==> src/hw/sel_pkg.sv <==
package sel_pkg;
  localparam int          AW          = 6;
  localparam int          DW          = 16;
  localparam logic [2:0]  STRAP_DFLT  = 3'h7;
  localparam logic [5:0]  SA_BASE     = 6'h20;
  localparam logic [1:0]  SA_LAST     = 2'h2;
  localparam logic [15:0] CFG_DFLT    = 16'h0000;
  localparam logic [15:0] BASE_DFLT   = 16'h0300;
  localparam int          SK_HALF     = 63;   // Slow serial clock, about 2 MHz
  localparam int          READY_MAX   = 4000; // Cycles of ready polling bound
  localparam logic [1:0]  OP_READ     = 2'h2;
  localparam logic [1:0]  OP_WRITE    = 2'h1;
  localparam logic [1:0]  OP_EWEN     = 2'h0;
  localparam logic [5:0]  EWEN_ADDR   = 6'h30;
  localparam int          CMD_BITS    = 9;    // Start bit, opcode, address
  typedef struct packed {
    logic select;
    logic reload;
    logic store;
  } sel_ctl_t;
  typedef struct packed {
    logic cs;
    logic sk;
    logic di;
  } sel_ser_t;
endpackage

==> src/hw/sel_wire.sv <==
`timescale 1ns/100ps
// One three-wire word access: optional data phase and ready wait
module sel_wire
  import sel_pkg::*;
(
  input  wire logic          clk_i,
  input  wire logic          rst_n_i,
  input  wire logic          start_i,
  input  wire logic [1:0]    op_i,
  input  wire logic [AW-1:0] addr_i,
  input  wire logic [DW-1:0] wdata_i,
  input  wire logic          do_i,
  output sel_ser_t           ser_o,
  output logic [DW-1:0]      rdata_o,
  output logic               done_o
);
  typedef enum logic [2:0] {W_IDLE, W_CMD, W_DATA, W_GAP, W_BUSY, W_END}
    sel_wst_t;
  sel_wst_t         st_q;
  logic [7:0]       div_q;
  logic [4:0]       cnt_q;
  logic [24:0]      sh_q;
  logic [DW-1:0]    rd_q;
  logic [12:0]      wait_q;
  logic             do_s1_q, do_s2_q;
  logic             tick;

  assign tick = (div_q == 8'(SK_HALF));

  always_ff @(posedge clk_i or negedge rst_n_i)
    if (!rst_n_i)
    begin
      do_s1_q <= 1'b0;
      do_s2_q <= 1'b0;
    end
    else
    begin
      do_s1_q <= do_i;
      do_s2_q <= do_s1_q;
    end

  always_ff @(posedge clk_i or negedge rst_n_i)
    if (!rst_n_i)
      div_q <= 8'h00;
    else if (st_q == W_IDLE || tick)
      div_q <= 8'h00;
    else
      div_q <= div_q + 8'h01;

  always_ff @(posedge clk_i or negedge rst_n_i)
    if (!rst_n_i)
    begin
      st_q   <= W_IDLE;
      ser_o  <= '0;
      cnt_q  <= 5'h00;
      sh_q   <= '0;
      rd_q   <= '0;
      wait_q <= 13'h0000;
      done_o <= 1'b0;
    end
    else
    begin
      done_o <= 1'b0;
      case (st_q)
        W_IDLE:
          if (start_i)
          begin
            // Start bit goes out with select, well before the first rise
            sh_q   <= {op_i, addr_i, wdata_i, 1'b0};
            cnt_q  <= 5'(CMD_BITS);
            ser_o  <= '{cs: 1'b1, sk: 1'b0, di: 1'b1};
            st_q   <= W_CMD;
          end
        W_CMD, W_DATA:
          if (tick)
          begin
            ser_o.sk <= ~ser_o.sk;
            if (ser_o.sk)
            begin
              // Data moves on the fall so it is settled when the part samples
              ser_o.di <= sh_q[24];
              sh_q     <= {sh_q[23:0], 1'b0};
              if (st_q == W_DATA && op_i == OP_READ)
                rd_q <= {rd_q[DW-2:0], do_s2_q};
              if (cnt_q == 5'h01)
              begin
                if (st_q == W_CMD && op_i != OP_EWEN)
                begin
                  cnt_q <= 5'(DW);
                  st_q  <= W_DATA;
                end
                else
                  st_q <= W_GAP;
              end
              else
                cnt_q <= cnt_q - 5'h01;
            end
          end
        W_GAP:
          if (tick)
          begin
            ser_o.cs <= 1'b0;
            ser_o.di <= 1'b0;
            wait_q   <= 13'h0000;
            st_q     <= (op_i == OP_WRITE) ? W_BUSY : W_END;
          end
        W_BUSY:
        begin
          // Chip select raised again so the part reports busy on its output
          ser_o.cs <= 1'b1;
          wait_q   <= wait_q + 13'h0001;
          // The released line still shows a stale level through the
          // synchroniser, so ready is only trusted after half a clock
          if ((wait_q > 13'(SK_HALF) && do_s2_q)
              || wait_q == 13'(READY_MAX))
            st_q <= W_END;
        end
        default:
        begin
          ser_o  <= '0;
          done_o <= 1'b1;
          st_q   <= W_IDLE;
        end
      endcase
    end

  assign rdata_o = rd_q;
endmodule // sel_wire

==> src/hw/sel_loader.sv <==
`timescale 1ns/100ps
module sel_loader
  import sel_pkg::*;
(
  input  wire logic          clk_i,
  input  wire logic          rst_n_i,
  input  wire logic [2:0]    board_select_straps_i,
  input  wire logic          eeprom_present_pin_i,
  input  wire logic          eeprom_do_i,
  output sel_ser_t           eeprom_o,
  input  wire logic          ctl_wr_i,
  input  sel_ctl_t           ctl_wdata_i,
  output sel_ctl_t           control_register_o,
  input  wire logic          cfg_wr_i,
  input  wire logic          base_wr_i,
  input  wire logic          gp_wr_i,
  input  wire logic          ptr_wr_i,
  input  wire logic [2:0]    sa_wr_i,
  input  wire logic [DW-1:0] wdata_i,
  output logic [DW-1:0]      cfg_o,
  output logic [DW-1:0]      base_o,
  output logic [DW-1:0]      gp_o,
  output logic [AW-1:0]      ptr_o,
  output logic [3*DW-1:0]    station_address_word_o,
  output logic               access_blocked_o
);
  typedef enum logic [2:0] {S_INIT, S_IDLE, S_EWEN, S_XFER, S_NEXT}
    sel_st_t;
  sel_st_t       st_q;
  sel_ctl_t      ctl_q;
  logic [2:0]    str_s1_q, str_s2_q, strap_q;
  logic          en_s1_q, en_s2_q;
  logic [1:0]    step_q;    // 0 cfg, 1 base while is_sa_q is low; station words use sa_q
  logic [1:0]    sa_q;
  logic          is_sa_q;
  logic          wr_op_q;
  logic          start_q;
  logic [1:0]    op_q;
  logic [AW-1:0] addr_q;
  logic [DW-1:0] wd_q;
  logic [DW-1:0] rdata;
  logic          done;
  logic          busy;

  function automatic logic [AW-1:0] slot_addr(input logic [2:0] s,
                                               input logic b);
    slot_addr = {1'b0, s, 1'b0, b};
  endfunction

  always_ff @(posedge clk_i or negedge rst_n_i)
    if (!rst_n_i)
    begin
      str_s1_q <= 3'h0;
      str_s2_q <= 3'h0;
      en_s1_q  <= 1'b0;
      en_s2_q  <= 1'b0;
    end
    else
    begin
      str_s1_q <= board_select_straps_i;
      str_s2_q <= str_s1_q;
      en_s1_q  <= eeprom_present_pin_i;
      en_s2_q  <= en_s1_q;
    end

  sel_wire i_sel_wire (
    .clk_i   (clk_i),
    .rst_n_i (rst_n_i),
    .start_i (start_q),
    .op_i    (op_q),
    .addr_i  (addr_q),
    .wdata_i (wd_q),
    .do_i    (eeprom_do_i),
    .ser_o   (eeprom_o),
    .rdata_o (rdata),
    .done_o  (done)
  );

  assign busy = (st_q != S_IDLE);
  assign access_blocked_o = busy;
  // Both request bits read high for the whole operation
  assign control_register_o = busy ?
    '{select: ctl_q.select, reload: 1'b1, store: 1'b1} : ctl_q;

  // Sequencer; waits two cycles after reset so the synchronisers settle
  always_ff @(posedge clk_i or negedge rst_n_i)
    if (!rst_n_i)
    begin
      st_q    <= S_INIT;
      ctl_q   <= '0;
      step_q  <= 2'h0;
      sa_q    <= 2'h0;
      is_sa_q <= 1'b0;
      wr_op_q <= 1'b0;
      start_q <= 1'b0;
      op_q    <= OP_READ;
      addr_q  <= '0;
      wd_q    <= '0;
      strap_q <= 3'h0;
    end
    else
    begin
      start_q <= 1'b0;
      case (st_q)
        S_INIT:
        begin
          // Straps taken once both stages hold pin levels and two agree
          step_q  <= {step_q[0], 1'b1};
          strap_q <= str_s2_q;
          if (step_q[1] && str_s2_q == strap_q)
          begin
            if (!en_s2_q)
              st_q <= S_IDLE;
            else
            begin
              ctl_q.reload <= 1'b1;
              wr_op_q <= 1'b0;
              is_sa_q <= (str_s2_q == STRAP_DFLT);
              sa_q    <= 2'h0;
              step_q  <= 2'h0;
              st_q    <= S_NEXT;
            end
          end
        end
        S_IDLE:
          if (ctl_wr_i && en_s2_q && (ctl_wdata_i.reload || ctl_wdata_i.store))
          begin
            ctl_q   <= ctl_wdata_i;
            wr_op_q <= ctl_wdata_i.store && !ctl_wdata_i.reload;
            is_sa_q <= 1'b0;
            sa_q    <= 2'h0;
            step_q  <= 2'h0;
            st_q    <= (ctl_wdata_i.store && !ctl_wdata_i.reload) ?
                       S_EWEN : S_NEXT;
            if (ctl_wdata_i.store && !ctl_wdata_i.reload)
            begin
              op_q    <= OP_EWEN;
              addr_q  <= EWEN_ADDR;
              start_q <= 1'b1;
            end
          end
          else if (ctl_wr_i)
            ctl_q.select <= ctl_wdata_i.select;
        S_EWEN:
          if (done)
            st_q <= S_NEXT;
        S_NEXT:
        begin
          op_q    <= wr_op_q ? OP_WRITE : OP_READ;
          start_q <= 1'b1;
          st_q    <= S_XFER;
          if (ctl_q.select)
          begin
            addr_q <= ptr_o;
            wd_q   <= gp_o;
          end
          else if (is_sa_q)
            addr_q <= SA_BASE + {4'h0, sa_q};
          else
          begin
            addr_q <= slot_addr(strap_q, step_q[0]);
            wd_q   <= step_q[0] ? base_o : cfg_o;
          end
        end
        S_XFER:
          if (done)
          begin
            if (ctl_q.select || (wr_op_q && step_q[0])
                || (is_sa_q && sa_q == SA_LAST))
            begin
              ctl_q.reload <= 1'b0;
              ctl_q.store  <= 1'b0;
              st_q         <= S_IDLE;
            end
            else
            begin
              st_q <= S_NEXT;
              if (!is_sa_q && step_q[0])
                is_sa_q <= 1'b1;
              else if (is_sa_q)
                sa_q <= sa_q + 2'h1;
              step_q <= step_q + 2'h1;
            end
          end
        default:
          st_q <= S_IDLE;
      endcase
    end

  // Loaded words; host writes land only when no operation runs
  always_ff @(posedge clk_i or negedge rst_n_i)
    if (!rst_n_i)
    begin
      cfg_o  <= CFG_DFLT;
      base_o <= BASE_DFLT;
      gp_o   <= '0;
      ptr_o  <= '0;
      station_address_word_o <= '0;
    end
    else if (st_q == S_XFER && done && !wr_op_q)
    begin
      if (ctl_q.select)
        gp_o <= rdata;
      else if (is_sa_q)
        station_address_word_o[DW*sa_q +: DW] <= rdata;
      else if (step_q[0])
        base_o <= rdata;
      else
        cfg_o <= rdata;
    end
    else if (!busy)
    begin
      if (cfg_wr_i)
        cfg_o <= wdata_i;
      if (base_wr_i)
        base_o <= wdata_i;
      if (gp_wr_i)
        gp_o <= wdata_i;
      if (ptr_wr_i)
        ptr_o <= wdata_i[AW-1:0];
      for (int i = 0; i < 3; i++)
        if (sa_wr_i[i])
          station_address_word_o[DW*i +: DW] <= wdata_i;
    end
endmodule // sel_loader

==> config.mk <==
export PLATFORM = sky130hd
export DESIGN_NAME = sel_loader
export DESIGN_NICKNAME = d
export VERILOG_FILES = /design/src/hw/sel_pkg.sv /design/src/hw/sel_wire.sv /design/src/hw/sel_loader.sv
export SDC_FILE = /design/constraint.sdc
export NUM_CORES = 1
export LEC_CHECK = 0
export BUFFER_PORTS_ARGS = -buffer_cell sky130_fd_sc_hd__buf_2
export CORE_MARGIN = 2
export CORE_UTILIZATION = 55
export CTS_CLUSTER_SIZE = 30
export DETAILED_ROUTE_END_ITERATION = 12
export HOLD_SLACK_MARGIN = 0.15
export PLACE_DENSITY_LB_ADDON = 0.1
export SYNTH_ARGS = -nofsm -noshare
export SYNTH_HDL_FRONTEND = slang
export SYNTH_SLANG_ARGS = --single-unit
export TNS_END_PERCENT = 30
==> constraint.sdc <==
create_clock -name clk_i -period 3.8 [get_ports clk_i]
set_clock_uncertainty 0.05 [all_clocks]
set_input_delay 0.38 -clock clk_i [delete_from_list [all_inputs] [get_ports clk_i]]
set_output_delay 0.38 -clock clk_i [all_outputs]
set_load 0.01 [all_outputs]
==> results.json <==
{
  "grt_pass1_vias": 7850,
  "fp.coreArea_sq_mm": 0.01858,
  "tightestPinTransition_ps": 1047,
  "period_needed_ps": 2907,
  "crit_chain": "nand2b_4 -> or3_2 -> buf_4 -> nor3_4 -> a22oi_1 -> o21ai_0",
  "post_cts_resized": 0,
  "grt_usage_pct": 27.61,
  "rrSetupSlack_ps": 890,
  "cts_setup_buffers": 0,
  "combPwrFrac_pct": 37.0,
  "vdd.ir_drop.worst_v": 0.0004775,
  "p_leak_nw": 5.498,
  "final_max_slew_viol_count": 0,
  "relSlewSlack_pct": 29.92,
  "p_sw_share_pct": 39.35,
  "async_flop_share_pct": 100.0,
  "yosysMostFrequentCell": "dfrtp_1",
  "antenna_left": 0,
  "synth-edff-count": 0,
  "routed_via_density": 5.802,
  "postRouteWirelength_mm": 27.09,
  "grt_pass1_wl_mm": 43.44,
  "required_ps": 4170,
  "htree_levels": 1,
  "clock_latency_ps": 520,
  "synth_top_area_share_pct": 53.68,
  "clk_pin_slew_ps": 70,
  "synth_top_area_cell": "dfrtp_1",
  "p_int_mw": 6.267,
  "p_seq_share_pct": 40.1,
  "fin_ws_ps": 892.6,
  "hold_depth": 3,
  "synthTopCellsByCount": "222 x dfrtp_1, 142 x nor2_1, 126 x nand2_1, 94 x o21ai_0, 86 x a21oi_1",
  "root_buffer": "clkbuf_16",
  "die_y_um": 141.2,
  "finalHoldViolations": 0,
  "pin_count": 143,
  "drive_gt1_share_pct": 21.72,
  "ff2ff_path_depth": 6,
  "area_delta_synth_final_pct": 17.33,
  "cts_max_path_buffers": 3,
  "critical_path_arrival_ps": 3280,
  "antenna_found_initial": 0,
  "end_kind": "flip-flop",
  "max_stage_delay_ps": 720,
  "vias": 8302,
  "avgRoutedWirePerCell_um": 18.93,
  "hp-class": "in -> reg",
  "syn-num-nets": 1092,
  "p_clk_share_pct": 22.9,
  "yosysSeqAreaShare_pct": 54.44,
  "routabilityCongestion": 0.8556,
  "drtPass1Iterations": 5,
  "nets": 1223,
  "clock_sinks": 225,
  "drt_iter0_drc": 646,
  "cp_slowest_cell": "nor3_4",
  "die_w_um": 141.2,
  "synth_area_per_cell_sq_um": 9.865,
  "io_buffers": 142,
  "syn_area_sq_mm": 0.01035,
  "p_per_area_mw_per_mm2": 851.1,
  "power_mw": 10.33,
  "start_kind": "flip-flop",
  "syn-instance-count": 1049,
  "status": "completed",
  "cp_max_fo": 54,
  "dp_hpwl_mm": 18.55,
  "p_sw_mw": 4.066,
  "min_period_over_period_pct": 76.51,
  "layoutNonFillerInstCount": 1431,
  "cts_hold_buf": 8,
  "cts_buffers": 24,
  "fillCellCount": 1499,
  "critPathKind": "reg -> reg",
  "setup_viol": 0,
  "setup_tns_ps": 0,
  "start_util_pct": 55.70,
  "ys_types": 65,
  "dp_slack_ps": 920.7,
  "dieArea_sq_mm": 0.01993,
  "rows": 50,
  "cap_viol_max_count": 0,
  "yosysWarnings": 0,
  "ys.flop_type": "dfrtp_1",
  "synth.area.top_cells": "dfrtp_1 54%, nor2_1 5.2%, nand2_1 4.6%",
  "synth_seq_cells": 225,
  "drc": 0,
  "place_inst": 1380,
  "cts_tree": "yes",
  "rsz0062_at_grt": "no",
  "max_clock_freq_mhz": 344.0,
  "grt-ovfl-total": 0,
  "grt_max_degree": 106,
  "diodes": 0
}
flip-flops by register name, indices dropped and copies added, names as in the netlist, 2 cells and up:
| signal | cells |
|---|---|
| base_o | 16 |
| strap_q | 3 |
| cfg_o | 16 |
| addr_q | 6 |
| i_sel_wire.cnt_q | 5 |
| station_address_word_o | 48 |
| i_sel_wire.st_q | 3 |
| wd_q | 16 |
| i_sel_wire.wait_q | 13 |
| i_sel_wire.div_q | 8 |
| str_s2_q | 3 |
| ptr_o | 6 |
| str_s1_q | 3 |
| i_sel_wire.sh_q | 24 |
| gp_o | 16 |
| i_sel_wire.rdata_o | 16 |
| ctl_q | 3 |
| st_q | 3 |
| i_sel_wire.ser_o | 3 |
| op_q | 2 |
| sa_q | 2 |
| step_q | 2 |
power by group through the flow:
stage	clock [mW]	sequential, mW	combinational [mW]
after floorplan	0	4.13	2.44
after global placement	0	4.15	3.72
after detailed placement	0	4.16	3.82
after CTS	2.40	4.13	3.84
after global routing	2.50	4.27	4.30
final	2.37	4.14	3.83
layer usage:
| layer | global-route usage [%] | vias up | share of wire [%] |
|---|---|---|---|
| met3 | 4.993 | 52 | 6.5 |
| met2 | 42.11 | 264 | 46 |
| li1 | - | 3980 | - |
| met5 | 0 | - | 0 |
| met4 | 7.526 | 0 | 2.5 |
| met1 | 41.09 | 4006 | 45 |
final timing paths:
kind                                      from                                      to
hold reg to reg              en_s1_q$_DFF_PN0_                       en_s2_q$_DFF_PN0_
hold / removal                     wdata_i[11]  station_address_word_o[43]$_DFFE_PN0P_
setup / recovery           st_q[2]$_DFFE_PN0P_  station_address_word_o[35]$_DFFE_PN0P_
max in group asynchronous              rst_n_i                   base_o[8]$_DFFE_PN1P_
setup reg to reg           st_q[2]$_DFFE_PN0P_  station_address_word_o[35]$_DFFE_PN0P_
min in group asynchronous              rst_n_i                   addr_q[4]$_DFFE_PN0P_
final cells by class:
class / count / area, sq um / share of cell area [%]
clock inverters: 11 / 118.9 / 0.9790
clock buffers: 32 / 690.7 / 5.688
well taps: 234 / 292.8 / 2.411
inverters: 23 / 86.33 / 0.7110
flip-flops and latches: 225 / 5634 / 46.40
multi-input cells: 738 / 4370 / 36.00
repair buffers: 168 / 948.4 / 7.811
metrics by stage:
step / instance area, sq um / util, % / hold WS, ps
2_1_floorplan: 10350 / - / 34.41
3_3_place_gp: 11250 / 60.56 / 282.2
3_5_place_dp: 11250 / 60.56 / 286.2
4_1_cts: 12140 / 65.35 / 172.0
5_1_grt: 12140 / 65.35 / 198.4
6_report: 12140 / 65.35 / 187.8
critical path, delay by kind of cell, from the launching register on:
family                 cells  cell delay, ps
AND/OR/NAND/NOR            3            1440
buffers and inverters      1             350
AO/OA/AOI/OAI              2             370
flip-flops                 1             570
cell usage in the layout (no fill, tap or decap), types with 24 or more instances in the layout:
cell type and n:
dfrtp_1 222, nor2_1 142, buf_2 141, nand2_1 126, o21ai_0 94, a21oi_1 86, a22oi_1 51, mux2i_1 33
a31oi_1 32, mux2_2 27, clkbuf_16 24
logic make-up after synthesis:
logic type,synth area share (%)
AOI/OAI and AO/OA,18.63
xor gates and xnor gates,0.9309
adders and majority gates,1.088
buffers and inverters,3.615
DFF,54.44
muxes,6.130
and+or+nand+nor,15.16
No activity file was read; power rests on OpenSTA's default activity.
